===== config.mk =====
export PLATFORM = sky130hd
export DESIGN_NAME = cvm_top
export DESIGN_NICKNAME = d
export VERILOG_FILES = /design/src/shared/cvm_pkg.sv /design/src/logic/cvm_top.sv /design/src/logic/cvm_filter.sv
export VERILOG_INCLUDE_DIRS = /design/src /design/src/shared
export SDC_FILE = /design/constraint.sdc
export NUM_CORES = 1
export LEC_CHECK = 0
export BUFFER_PORTS_ARGS = -buffer_cell sky130_fd_sc_hd__buf_2
export CAP_MARGIN = 25
export CORE_MARGIN = 3
export CORE_UTILIZATION = 35
export CTS_CLUSTER_DIAMETER = 60
export DETAILED_ROUTE_END_ITERATION = 10
export PLACE_DENSITY = 0.47
export SETUP_SLACK_MARGIN = 0.1
export SYNTH_ARGS = -nofsm -noshare
export SYNTH_HDL_FRONTEND = slang
export SYNTH_HIERARCHICAL = 1
export SYNTH_SLANG_ARGS = --single-unit

===== constraint.sdc =====
create_clock -name CLK -period 3.38 [get_ports CLK]
set_clock_uncertainty 0.1 [all_clocks]
set_input_delay 0.507 -clock CLK [delete_from_list [all_inputs] [get_ports CLK]]
set_output_delay 0.507 -clock CLK [all_outputs]
set_load 0.01 [all_outputs]

===== src/shared/cvm_consts.svh =====
`ifndef CVM_CONSTS_SVH
`define CVM_CONSTS_SVH
// Behaviour
// - Second-overvoltage output pulled low and its flag reads 1 while detected.
// - Short-circuit output pulled low and its flag reads 1 while detected.
// - Gain calibration readable at 07H; host scales converted monitor output by it.
// - Offset calibration readable at 08H; host adds it in the same equation.
// - Test register at 09H holds per-condition and recovery delay selects.
// - Writing 1 to latch clear drops second-overvoltage flag and releases its pin.
// - Latch clear bit returns to 0 by itself one cycle later.
// - Monitoring starts on regulator recovery and repeats every 0.4 s.
// - After initialization undervoltage flag is set and error pin is low.
// - Overvoltage held for its delay sets request and error flags, pulls pins low.
// - Overvoltage release after delay clears its error only, with no interrupt.
// - Undervoltage held for its delay sets request and error flags, pulls pins low.
// - Undervoltage release after delay clears its error, no interrupt raised.
// - Undervoltage never causes power-down; only the host power-down bit does.
// - Second overvoltage held for its delay drives its pin, error, interrupt and flags.
// - Second overvoltage stays latched until clear bit, power-down plus wake, or 100 ms drop.
// - Below 0-V threshold for its delay sets inhibit request, error, pulls pins low.
// - Above 0-V threshold for enable delay clears inhibit error silently; undervoltage stays.
// - Reading the interrupt request register clears all requests and releases the pin.
// - Overcurrent watch starts 6 ms after recovery; stops in power-down and drop.
// - Power-down is left only when the wake pin is driven low.
// - Error pin is low while any error bit is 1; bits other than second overvoltage clear on resolution.
// - Power-down requested while wake is low waits until wake returns high.
`define CVM_ADR_POWER 8'h04
`define CVM_ADR_IRQ 8'h05
`define CVM_ADR_ERR 8'h06
`define CVM_ADR_GAIN 8'h07
`define CVM_ADR_OFFSET 8'h08
`define CVM_ADR_TEST 8'h09
`define CVM_BIT_OV 0
`define CVM_BIT_UV 1
`define CVM_BIT_ZV 2
`define CVM_BIT_SOV 3
`define CVM_BIT_SC 4
`define CVM_TST_OVD 0
`define CVM_TST_UVD 1
`define CVM_TST_ZVD 2
`define CVM_TST_SECOND_OV_DELAY_SEL 3
`define CVM_TST_RECOVERY_DELAY_SEL 4
`define CVM_TST_LCLR 5
`define CVM_PWR_PD 0
`define CVM_PWR_WAKE 1
`define CVM_TEST_RST 8'h00
`define CVM_IRQ_RST 5'h00
`define CVM_CLK_MHZ 100
`define CVM_CYC_PER_MS (`CVM_CLK_MHZ * 1000)
`define CVM_T_DET_MS 400
`define CVM_T_STAB_MS 6
`define CVM_T_DROP_MS 100
`endif


===== src/shared/cvm_pkg.sv =====
package cvm_pkg;
  // Comparator outputs from the analog front end
  typedef struct packed {
    logic sov_above;
    logic ov_above;
    logic ov_below_rel;
    logic uv_below;
    logic uv_above_rel;
    logic zv_below;
    logic sc_above;
  } cvm_cmp_t;
  // Serial slave states
  typedef enum logic [7:0] {
    I_IDLE = 8'h01, I_ADDR = 8'h02, I_AACK = 8'h04, I_REG = 8'h08,
    I_RACK = 8'h10, I_WDAT = 8'h20, I_RDAT = 8'h40, I_MACK = 8'h80
  } cvm_i2c_st_t;
  // Detect/release filter state
  typedef struct packed {
    logic act;
    logic [7:0] cnt;
    logic entry;
  } cvm_flt_t;
  // Whole state of the top module
  typedef struct packed {
    logic scl_m, scl_q, scl_p, sda_m, sda_q, sda_p, wake_m, wake_q, reg_m, reg_q;
    cvm_cmp_t cmp_m;
    cvm_cmp_t cmp_q;
    cvm_i2c_st_t ist;
    logic [3:0] bitc;
    logic [7:0] sh;
    logic [7:0] ptr;
    logic sda_oe;
    logic pd;
    logic pd_pend;
    logic clr_sov;
    logic [7:0] test;
    logic [4:0] irq;
    logic [31:0] mon_cnt;
    logic [31:0] stab_cnt;
    logic [31:0] drop_cnt;
  } cvm_top_st_t;
endpackage


===== src/logic/cvm_top.sv =====
`include "cvm_consts.svh"
module cvm_top #(
  parameter logic [6:0] DEV_ADDR = 7'h2a,     // Arbitrary value
  parameter logic [7:0] GAIN_TRIM = 8'h80,    // Arbitrary value
  parameter logic [7:0] OFFSET_TRIM = 8'h80,  // Arbitrary value
  parameter logic [7:0] DET_N = 8'h04,
  parameter logic [7:0] REL_N = 8'h04,
  parameter logic [7:0] TEST_N = 8'h01,
  parameter logic [7:0] SC_DET_N = 8'h02,
  parameter int MON_CYC = `CVM_T_DET_MS * `CVM_CYC_PER_MS,
  parameter int STAB_CYC = `CVM_T_STAB_MS * `CVM_CYC_PER_MS,
  parameter int DROP_CYC = `CVM_T_DROP_MS * `CVM_CYC_PER_MS
) (
  input wire logic CLK,
  input wire logic RESET_N,
  input wire logic SCL,
  input wire logic SDA_IN,
  output logic SDA_OUT,
  output logic SDA_OE,
  input wire logic WAKE_IN_N,
  input wire logic REG_OK,
  input wire cvm_pkg::cvm_cmp_t CMP,
  output logic INT_OUT_N,
  output logic INT_OE,
  output logic ERR_OUT_N,
  output logic ERR_OE,
  output logic SECOND_OV_OUT_N,
  output logic SECOND_OV_OE,
  output logic SHORT_FLAG_OUT_N,
  output logic SHORT_FLAG_OE,
  output logic POWER_DOWN
);
  import cvm_pkg::*;
  cvm_top_st_t st_ff, nxt;
  logic scl_rise, scl_fall, start_c, stop_c, init, mon_tick, oc_run, rd_load, rd_clr, lclr;
  logic ov_act, uv_act, zv_act, sov_act, sc_act;
  logic ov_ent, uv_ent, zv_ent, sov_ent, sc_ent;
  logic [4:0] err, ent;
  logic [7:0] pwr_rd;

  // Register read decode, used on every byte loaded for the host
  function automatic logic [7:0] reg_read(input logic [7:0] a, input logic [7:0] pw,
                                          input logic [4:0] rq, input logic [4:0] er,
                                          input logic [7:0] ts);
    logic [7:0] d;
    d = 8'h00;
    if (a == `CVM_ADR_POWER) begin
      d = pw;
    end else if (a == `CVM_ADR_IRQ) begin
      d = {3'h0, rq};
    end else if (a == `CVM_ADR_ERR) begin
      d = {3'h0, er};
    end else if (a == `CVM_ADR_GAIN) begin
      d = GAIN_TRIM;
    end else if (a == `CVM_ADR_OFFSET) begin
      d = OFFSET_TRIM;
    end else if (a == `CVM_ADR_TEST) begin
      d = ts;
    end
    return d;
  endfunction

  // Bus edges seen through the synchronisers
  assign scl_rise = st_ff.scl_q & ~st_ff.scl_p;
  assign scl_fall = ~st_ff.scl_q & st_ff.scl_p;
  assign start_c = st_ff.scl_q & st_ff.scl_p & st_ff.sda_p & ~st_ff.sda_q;
  assign stop_c = st_ff.scl_q & st_ff.scl_p & ~st_ff.sda_p & st_ff.sda_q;
  assign rd_load = scl_fall && ((st_ff.ist == I_AACK && st_ff.sh[0]) || st_ff.ist == I_MACK);
  assign rd_clr = rd_load && (st_ff.ptr == `CVM_ADR_IRQ);

  // Initialisation while regulator is low or powered down; timers
  assign init = ~st_ff.reg_q | st_ff.pd;
  assign mon_tick = ~init && (st_ff.mon_cnt == 32'h0);
  assign oc_run = ~init && (st_ff.stab_cnt == 32'h0);
  assign lclr = st_ff.test[`CVM_TST_LCLR];

  // Flag vectors
  assign err[`CVM_BIT_OV] = ov_act;
  assign err[`CVM_BIT_UV] = uv_act;
  assign err[`CVM_BIT_ZV] = zv_act;
  assign err[`CVM_BIT_SOV] = sov_act;
  assign err[`CVM_BIT_SC] = sc_act;
  assign ent[`CVM_BIT_OV] = ov_ent;
  assign ent[`CVM_BIT_UV] = uv_ent;
  assign ent[`CVM_BIT_ZV] = zv_ent;
  assign ent[`CVM_BIT_SOV] = sov_ent;
  assign ent[`CVM_BIT_SC] = sc_ent;
  always_comb begin
    pwr_rd = 8'h00;
    pwr_rd[`CVM_PWR_PD] = st_ff.pd | st_ff.pd_pend;
    pwr_rd[`CVM_PWR_WAKE] = st_ff.wake_q;
  end

  // Next state of synchronisers, serial slave, power control and timers
  always_comb begin
    nxt = st_ff;
    nxt.scl_m = SCL;
    nxt.scl_q = st_ff.scl_m;
    nxt.scl_p = st_ff.scl_q;
    nxt.sda_m = SDA_IN;
    nxt.sda_q = st_ff.sda_m;
    nxt.sda_p = st_ff.sda_q;
    nxt.wake_m = WAKE_IN_N;
    nxt.wake_q = st_ff.wake_m;
    nxt.reg_m = REG_OK;
    nxt.reg_q = st_ff.reg_m;
    nxt.cmp_m = CMP;
    nxt.cmp_q = st_ff.cmp_m;
    nxt.clr_sov = 1'b0;
    nxt.test[`CVM_TST_LCLR] = 1'b0;
    if (start_c) begin
      nxt.ist = I_ADDR;
      nxt.bitc = 4'h0;
      nxt.sda_oe = 1'b0;
    end else if (stop_c) begin
      nxt.ist = I_IDLE;
      nxt.sda_oe = 1'b0;
    end else begin
      case (st_ff.ist)
        I_ADDR, I_REG, I_WDAT: begin
          if (scl_rise) begin
            nxt.sh = {st_ff.sh[6:0], st_ff.sda_q};
            nxt.bitc = st_ff.bitc + 4'h1;
          end else if (scl_fall && st_ff.bitc == 4'h8) begin
            nxt.bitc = 4'h0;
            nxt.sda_oe = 1'b1;
            nxt.ist = I_RACK;
            if (st_ff.ist == I_ADDR) begin
              nxt.ist = (st_ff.sh[7:1] == DEV_ADDR) ? I_AACK : I_IDLE;
              nxt.sda_oe = (st_ff.sh[7:1] == DEV_ADDR);
            end else if (st_ff.ist == I_REG) begin
              nxt.ptr = st_ff.sh;
            end else if (st_ff.ptr == `CVM_ADR_TEST) begin
              nxt.test = st_ff.sh;
            end else if (st_ff.ptr == `CVM_ADR_POWER) begin
              // Request waits while the wake pin is held low
              nxt.pd = st_ff.pd | (st_ff.sh[`CVM_PWR_PD] & st_ff.wake_q);
              nxt.pd_pend = st_ff.sh[`CVM_PWR_PD] & ~st_ff.wake_q;
            end
          end
        end
        I_AACK: begin
          if (scl_fall) begin
            nxt.ist = st_ff.sh[0] ? I_RDAT : I_REG;
            nxt.sh = reg_read(st_ff.ptr, pwr_rd, st_ff.irq, err, st_ff.test);
            nxt.sda_oe = st_ff.sh[0] & ~nxt.sh[7];
            nxt.bitc = 4'h0;
          end
        end
        I_RACK: begin
          if (scl_fall) begin
            nxt.sda_oe = 1'b0;
            nxt.ist = I_WDAT;
          end
        end
        I_RDAT: begin
          if (scl_fall) begin
            nxt.bitc = st_ff.bitc + 4'h1;
            nxt.sh = {st_ff.sh[6:0], 1'b0};
            nxt.sda_oe = ~st_ff.sh[6] && (st_ff.bitc != 4'h7);
            if (st_ff.bitc == 4'h7) begin
              nxt.ist = I_MACK;
            end
          end
        end
        I_MACK: begin
          if (scl_rise && st_ff.sda_q) begin
            nxt.ist = I_IDLE;
          end else if (scl_fall) begin
            nxt.sh = reg_read(st_ff.ptr, pwr_rd, st_ff.irq, err, st_ff.test);
            nxt.sda_oe = ~nxt.sh[7];
            nxt.bitc = 4'h0;
            nxt.ist = I_RDAT;
          end
        end
        default: begin
          nxt.ist = I_IDLE;
        end
      endcase
    end
    // Deferred power-down and wake exit
    if (st_ff.pd_pend && st_ff.wake_q) begin
      nxt.pd = 1'b1;
      nxt.pd_pend = 1'b0;
    end
    if (st_ff.pd && !st_ff.wake_q) begin
      nxt.pd = 1'b0;
      nxt.clr_sov = 1'b1;
    end
    // Long regulator drop also clears the latched state
    if (st_ff.reg_q) begin
      nxt.drop_cnt = 32'h0;
    end else if (st_ff.drop_cnt != 32'(DROP_CYC)) begin
      nxt.drop_cnt = st_ff.drop_cnt + 32'h1;
      nxt.clr_sov = nxt.clr_sov | (st_ff.drop_cnt == 32'(DROP_CYC - 1));
    end
    // Sample interval and overcurrent stabilisation wait
    if (init) begin
      nxt.mon_cnt = 32'h0;
      nxt.stab_cnt = 32'(STAB_CYC);
    end else begin
      nxt.mon_cnt = (st_ff.mon_cnt == 32'h0) ? 32'(MON_CYC - 1) : st_ff.mon_cnt - 32'h1;
      nxt.stab_cnt = (st_ff.stab_cnt == 32'h0) ? 32'h0 : st_ff.stab_cnt - 32'h1;
    end
    // Requests: read clears, new entry wins over the clear
    if (rd_clr || init) begin
      nxt.irq = `CVM_IRQ_RST;
    end
    nxt.irq = nxt.irq | ent;
  end

  // State register
  always_ff @(posedge CLK or negedge RESET_N) begin
    if (!RESET_N) begin
      st_ff <= '{scl_m: 1'b1, scl_q: 1'b1, scl_p: 1'b1, sda_m: 1'b1, sda_q: 1'b1, sda_p: 1'b1,
                 wake_m: 1'b1, wake_q: 1'b1, reg_m: 1'b0, reg_q: 1'b0, ist: I_IDLE,
                 test: `CVM_TEST_RST, irq: `CVM_IRQ_RST, default: '0};
    end else begin
      st_ff <= nxt;
    end
  end

  // Detect/release filters per condition
  cvm_filter #(.INIT_VAL(1'b0), .LATCH(1'b0), .DET_N(DET_N), .REL_N(REL_N), .TEST_N(TEST_N)) u_ov (
    .clk(CLK), .reset_n(RESET_N), .hold(init), .tick(mon_tick), .det_cond(st_ff.cmp_q.ov_above),
    .rel_cond(st_ff.cmp_q.ov_below_rel), .fast_det(st_ff.test[`CVM_TST_OVD]),
    .fast_rel(st_ff.test[`CVM_TST_RECOVERY_DELAY_SEL]), .active(ov_act), .entry(ov_ent));
  // Undervoltage starts active after any initialisation
  cvm_filter #(.INIT_VAL(1'b1), .LATCH(1'b0), .DET_N(DET_N), .REL_N(REL_N), .TEST_N(TEST_N)) u_uv (
    .clk(CLK), .reset_n(RESET_N), .hold(init), .tick(mon_tick), .det_cond(st_ff.cmp_q.uv_below),
    .rel_cond(st_ff.cmp_q.uv_above_rel), .fast_det(st_ff.test[`CVM_TST_UVD]),
    .fast_rel(st_ff.test[`CVM_TST_RECOVERY_DELAY_SEL]), .active(uv_act), .entry(uv_ent));
  cvm_filter #(.INIT_VAL(1'b0), .LATCH(1'b0), .DET_N(DET_N), .REL_N(REL_N), .TEST_N(TEST_N)) u_zv (
    .clk(CLK), .reset_n(RESET_N), .hold(init), .tick(mon_tick), .det_cond(st_ff.cmp_q.zv_below),
    .rel_cond(~st_ff.cmp_q.zv_below), .fast_det(st_ff.test[`CVM_TST_ZVD]),
    .fast_rel(st_ff.test[`CVM_TST_RECOVERY_DELAY_SEL]), .active(zv_act), .entry(zv_ent));
  // Second overvoltage survives short drops; only the three clears reach it
  cvm_filter #(.INIT_VAL(1'b0), .LATCH(1'b1), .DET_N(DET_N), .REL_N(REL_N), .TEST_N(TEST_N)) u_sov (
    .clk(CLK), .reset_n(RESET_N), .hold(st_ff.clr_sov | lclr), .tick(mon_tick),
    .det_cond(st_ff.cmp_q.sov_above), .rel_cond(1'b0), .fast_det(st_ff.test[`CVM_TST_SECOND_OV_DELAY_SEL]),
    .fast_rel(1'b0), .active(sov_act), .entry(sov_ent));
  cvm_filter #(.INIT_VAL(1'b0), .LATCH(1'b0), .DET_N(SC_DET_N), .REL_N(SC_DET_N), .TEST_N(SC_DET_N)) u_sc (
    .clk(CLK), .reset_n(RESET_N), .hold(~oc_run), .tick(oc_run), .det_cond(st_ff.cmp_q.sc_above),
    .rel_cond(~st_ff.cmp_q.sc_above), .fast_det(1'b0), .fast_rel(1'b0),
    .active(sc_act), .entry(sc_ent));

  // Open-drain pins: value low, enable while asserted
  assign SDA_OUT = 1'b0;
  assign SDA_OE = st_ff.sda_oe;
  assign INT_OUT_N = 1'b0;
  assign INT_OE = |st_ff.irq;
  assign ERR_OUT_N = 1'b0;
  assign ERR_OE = |err;
  assign SECOND_OV_OUT_N = 1'b0;
  assign SECOND_OV_OE = sov_act;
  assign SHORT_FLAG_OUT_N = 1'b0;
  assign SHORT_FLAG_OE = sc_act;
  assign POWER_DOWN = st_ff.pd;
endmodule


===== src/logic/cvm_filter.sv =====
`include "cvm_consts.svh"
module cvm_filter #(
  parameter logic INIT_VAL = 1'b0,
  parameter logic LATCH = 1'b0,
  parameter logic [7:0] DET_N = 8'h04,
  parameter logic [7:0] REL_N = 8'h04,
  parameter logic [7:0] TEST_N = 8'h01
) (
  input wire logic clk,
  input wire logic reset_n,
  input wire logic hold,
  input wire logic tick,
  input wire logic det_cond,
  input wire logic rel_cond,
  input wire logic fast_det,
  input wire logic fast_rel,
  output logic active,
  output logic entry
);
  import cvm_pkg::*;
  cvm_flt_t st_ff, nxt_st;
  logic [7:0] det_lim, rel_lim;

  // Short test delays replace the normal ones when selected
  assign det_lim = fast_det ? TEST_N : DET_N;
  assign rel_lim = fast_rel ? TEST_N : REL_N;
  assign active = st_ff.act;
  assign entry = st_ff.entry;

  // Condition must hold on consecutive samples for the whole delay
  always_comb begin
    nxt_st = st_ff;
    nxt_st.entry = 1'b0;
    if (hold) begin
      nxt_st.act = INIT_VAL;
      nxt_st.cnt = 8'h00;
    end else if (tick) begin
      if (!st_ff.act) begin
        if (det_cond && (st_ff.cnt + 8'h01 >= det_lim)) begin
          nxt_st.act = 1'b1;
          nxt_st.entry = 1'b1;
          nxt_st.cnt = 8'h00;
        end else begin
          nxt_st.cnt = det_cond ? st_ff.cnt + 8'h01 : 8'h00;
        end
      end else if (!LATCH) begin
        if (rel_cond && (st_ff.cnt + 8'h01 >= rel_lim)) begin
          nxt_st.act = 1'b0;
          nxt_st.cnt = 8'h00;
        end else begin
          nxt_st.cnt = rel_cond ? st_ff.cnt + 8'h01 : 8'h00;
        end
      end
    end
  end

  // State register
  always_ff @(posedge clk or negedge reset_n) begin
    if (!reset_n) begin
      st_ff <= '{act: INIT_VAL, cnt: 8'h00, entry: 1'b0};
    end else begin
      st_ff <= nxt_st;
    end
  end
endmodule


# Word level (Yosys, flattened, before mapping)
# Cells that the tools add are included.
dict set report op_classes {
  n_div 0
  reduce_logical 48
  addsub 9
  shift 0
  n_lt_le_gt_ge 8
  n_mux 128
  mul 0
  bitwise 33
  n_eq_ne 52
}
# operator count
set op_table {}
lappend op_table {{2-to-1 mux 8 bit} 41}
lappend op_table {{2-to-1 mux 32 bit} 4}
lappend op_table {{2-to-1 mux 9 bit} 9}
lappend op_table {{2-to-1 mux 20 bit} 4}
lappend op_table {{logical NOT 32 bit} 2}
lappend op_table {{2-to-1 mux 64 bit} 1}
lappend op_table {{subtractor 32 x 1 -> 32 bit (second input constant)} 2}
lappend op_table {{2-to-1 mux 10 bit} 5}
lappend op_table {{2-to-1 mux 6 bit} 8}
lappend op_table {{case mux 12 bit (4 select lines)} 1}
lappend op_table {{adder 8 x 1 -> 8 bit (second input constant)} 5}
lappend op_table {{equality test 8 x 3 -> 1 bit (second input constant)} 5}
lappend op_table {{greater-or-equal comparator 8 bit} 5}
lappend op_table {{case mux 8 bit (5 select lines)} 1}
lappend op_table {{2-to-1 mux 12 bit} 3}
lappend op_table {{!= test 4 bit (second input constant)} 9}
lappend op_table {{adder 32 x 1 -> 32 bit (second input constant)} 1}
lappend op_table {{equality test 32 x 24 -> 1 bit (second input constant)} 1}
lappend op_table {{!= test 32 x 24 -> 1 bit (second input constant)} 1}
lappend op_table {{2-to-1 mux 1 bit} 30}
lappend op_table {{equality test 8 x 4 -> 1 bit (second input constant)} 3}
lappend op_table {{AND reduction 8 bit} 3}
lappend op_table {{2-to-1 mux 11 bit} 2}
lappend op_table {{AND reduction 7 bit} 3}
lappend op_table {{39 further kinds} 129}
dict set report totals {
  ram_bits 0
  register_bits 215
  wordCells 331
  latch_bits 0
  mem_count 0
  rom_bits 0
  input_bits 13
}

# Depth between registers and ports, before layout
dict set report depth {
  depth_word 18
  mapped_depth 14
  depth_no_buf 12
}

# Hierarchy
# The synthesis kept the hierarchy.
# module cells_per_inst n_inst area_per_inst_um2
set by_module_without_submodules {}
lappend by_module_without_submodules {cvm_top 816 1 8069.0}
lappend by_module_without_submodules {{cvm_filter (u_ov ...)} 57 2 584.3}
lappend by_module_without_submodules {{cvm_filter (u_uv)} 54 1 590.6}
lappend by_module_without_submodules {{cvm_filter (u_sc)} 50 1 525.5}
lappend by_module_without_submodules {{cvm_filter (u_sov)} 47 1 524.3}

# Worst setup path after synthesis
# Ideal clock, no wire load.
dict set report synth_path {
  kind {reg2reg}
  startpoint {reg, netlist name st_ff[80]}
  endpoint {reg u_uv/st_ff[3] (netlist name)}
  required_time_ns 3.215
  path_buffers 2
  t_arrival_ns 3.514
  period_less_slack_ns 3.679
  slack_ns -0.299
  stages_incl_launch_ff 13
  path_cell_list {dfrtp_1 or4_4 nor4_4 nand4_2 or4b_1 buf_2 buf_2 nor2_1 and4b_1 nand2b_1 a2bb2oi_1 a2111oi_0 a21o_1}
}
# element line
set synth_lines {}
lappend synth_lines {{to (signal assigned)} cvm_filter.sv:60} ;# st_ff <= '{act: INIT_VAL, cnt: 8'h00, entry: 1'b0};
lappend synth_lines {{to (signal assigned)} cvm_filter.sv:62} ;# st_ff <= nxt_st;
lappend synth_lines {{to (decl)} cvm_filter.sv:21} ;# cvm_flt_t st_ff, nxt_st;

==> impl_metrics.yaml <==
hold_path:
  min_to: "st_ff[143]$_DFF_PN0_"
  min_from: "nxt[143]$_DFF_PN0_"
  holdPathStages: 0
  hp-class: "reg -> reg"
drt:
  via_per_inst: 5.133
  dr.pass1.iters: 4
  drt_iter0_drc: 464
  drtAntennaViolNets: 0
  drcViolationCount: 0
  vias: 7935
  drt-total-wl_um: 23800
  wl_per_cell_um: 15.40
logic_synthesis:
  ys_seq_area_frac: 0.4957
  syn-mean-instance-area_um2: 10.06
  async_flop_share: 1.000
  synth_seq_cells: 215
  syn_area_um2: 10880
  netlist-cell-type-count: 81
  synth-main-ff-cell: "dfrtp_1"
  yosys_warnings: 6
  synth-edff-count: 0
  netlist_instances: 1081
timing:
  fmax_mhz: 315.7
  setup_viol: 0
  worst_pin_slew_ns: 0.7722
  hold_violations: 0
  fin_crit_sh: 0.9370
  slew_violations: 0
  rsz0062_at_grt: "yes"
  setup_tns_ns: 0
  hold_ws_ns: 0.2494
  relSlewSlack: 0.4804
  period_minus_slack_ns: 3.167
floorplanning:
  io_pins: 24
  die_h_um: 182.3
  coreArea_um2: 30110
  start_util: 0.3613
  dieArea_um2: 33230
  row_count: 63
  die_w_um: 182.3
layout:
  fin_cells: 1546
  nets: 1176
  antenna_cells: 0
  fillers: 2994
  mostFrequentLayoutCells: "dfrtp_1, nor2_1, nand2_1"
  drive_above_1_share: 0.1341
  fin_util: 0.4199
  syn2layout_area_growth_pct: 16.23
  final_common_cell: "dfrtp_1"
setup_path:
  start_kind: "register"
  crit_arrival_ns: 3.54
  r2r_setup_slack_ns: 0.21
  cp.required_ns: 3.75
  critical_path.max_fanout: 5
  crit_type: "reg -> reg"
  r2r_end: "u_uv/st_ff[3]$_DFFE_PN0P_"
  worstReg2RegStart: "st_ff[79]$_DFF_PN0_"
  reg2reg_depth: 10
  worst_setup_path_end_kind: "register"
pwr:
  power-per-cell-area_nw_per_um2: 606.2
  ir_drop_mv: 0.3335
  power.leakage_nw: 5.600
clock_network:
  cts_tree: "done"
  clk_pin_slew_ns: 0.06
  htree_num_levels: 1
  ctsLongestPathBuffers: 3
  cts-root-buf: "clkbuf_16"
  cts-buffers-inserted: 27
  clock_latency_ns: 0.54
  clock-sinks: 215
placement:
  placement.io_buffers: 18
  place.gp.congestion: 0.8141
  place_inst: 1483
  dp_hpwl_um: 16160
status:
  status: "completed"
grt:
  grt_pass1_wl_um: 41140
  antenna_found_initial: 0
  grt_max_degree: 79
  grt_overflow: 0
  grt_pass1_vias: 7950
  grt_usage: 0.1466
run:
  cap_violations: 0
-- power breakdown --
group          switching (mW)  total [mW]  internal (mW)  leakage [nW]
combinational           0.820        1.55          0.728          2.26
sequential              0.246        3.04           2.80          2.87
clock                    1.13        3.07           1.94         0.471
-- area by class of cell --
class | count | area [um2] | area share
clock inverters | 12 | 171.4 | 0.01356
flip-flops and latches | 215 | 5393 | 0.4265
clock buffers | 38 | 797.0 | 0.06304
well taps | 390 | 488.0 | 0.03859
repair buffers | 53 | 405.4 | 0.03206
inverters | 28 | 105.1 | 0.008313
multi-input cells | 810 | 5284 | 0.4179
-- cells by family after synthesis --
family,Yosys count,synth area share
flops,215,0.4957
simple gates,497,0.2482
xor+xnor,86,0.06924
mux,23,0.02335
fa+ha+maj,28,0.03221
buf+inv,60,0.02300
compound gates,171,0.1079
other cells,1,0.0003447
-- through the flow --
stage	cell area [um2]	setup WS [ns]	power [mW]
2_1_floorplan	10930	0.05183	4.167
3_3_place_gp	11540	0.1763	4.618
3_5_place_dp	11540	0.1026	4.618
4_1_cts	12630	0.1029	7.770
5_1_grt	12640	0.08341	8.133
6_report	12640	0.2128	7.664
-- state kept, by name, indices dropped and copies added (netlist names), 8 cells and up --
register     cells
u_sc/st_ff       8
u_zv/st_ff       8
u_ov/st_ff       8
u_sov/st_ff      8
st_ff          148
u_uv/st_ff       8
nxt             13
-- worst max-delay path: stages, from the launching register on --
cell	delay [ns]
dfrtp_1	0.40
or4_4	0.59
nor4_4	0.20
nand4_2	0.18
or4b_4	0.58
nor2_4	0.16
and4b_1	0.24
nand2b_1	0.07
a2bb2oi_2	0.14
a2111oi_2	0.34
a21o_1	0.12
-- repair_timing --
action | in CTS | in global routing
gates resized for setup | 0 | 2
setup endpoints to repair | 0 | 9
hold buffers | 12 | 0
endpoints found under the hold margin | 84 | 0
buffers inserted | 0 | 1
-- metal layers --
metal / GRT usage / part of all wire
met4: 0.03260 / 0.021
met5: 0 / 0
met2: 0.2381 / 0.45
met1: 0.2085 / 0.50
met3: 0.02193 / 0.026
-- synthesized netlist by cell type, types with 4 or more instances --
master / count / area, um2
a32o_1: 9 / 90.09
nor3_1: 50 / 250.2
inv_1: 27 / 101.4
or3_1: 21 / 131.4
o211ai_1: 4 / 30.03
o21ai_0: 35 / 175.2
nand2b_1: 13 / 81.33
a211oi_1: 6 / 45.04
ha_1: 28 / 350.3
a22o_1: 5 / 43.79
xnor2_1: 52 / 455.4
nand4_1: 12 / 75.07
mux2_2: 19 / 214.0
and3_1: 20 / 125.1
nand2_1: 71 / 266.5
nor3b_1: 12 / 90.09
and2_1: 27 / 168.9
a31oi_1: 9 / 56.30
dfrtp_1: 205 / 5130
nor4_1: 27 / 168.9
xor2_1: 34 / 297.8
a21oi_1: 42 / 210.2
o311a_1: 4 / 40.04
buf_4: 6 / 45.04
clkbuf_1: 24 / 90.09
nor2b_1: 21 / 131.4
mux2i_1: 4 / 40.04
dfstp_2: 10 / 262.8
nand3_1: 35 / 175.2
nor2_1: 124 / 465.5
a21o_1: 15 / 112.6
or4_1: 11 / 82.58
a211o_1: 4 / 35.03
nor4b_1: 8 / 70.07
or2_2: 5 / 31.28
-- worst max-delay path by stage --
stage | from | endpoint | cells past startpoint
global route | st_ff[79]$_DFF_PN0_ | u_uv/st_ff[3]$_DFFE_PN0P_ | 10
finish | st_ff[79]$_DFF_PN0_ | u_uv/st_ff[3]$_DFFE_PN0P_ | 10
global placement | st_ff[79]$_DFF_PN0_ | u_uv/st_ff[3]$_DFFE_PN0P_ | 10
floorplan | st_ff[79]$_DFF_PN0_ | u_uv/st_ff[3]$_DFFE_PN0P_ | 12
detailed placement | st_ff[79]$_DFF_PN0_ | u_uv/st_ff[3]$_DFFE_PN0P_ | 10
CTS | st_ff[79]$_DFF_PN0_ | u_uv/st_ff[3]$_DFFE_PN0P_ | 10
No activity file was read; power rests on OpenSTA's default activity.
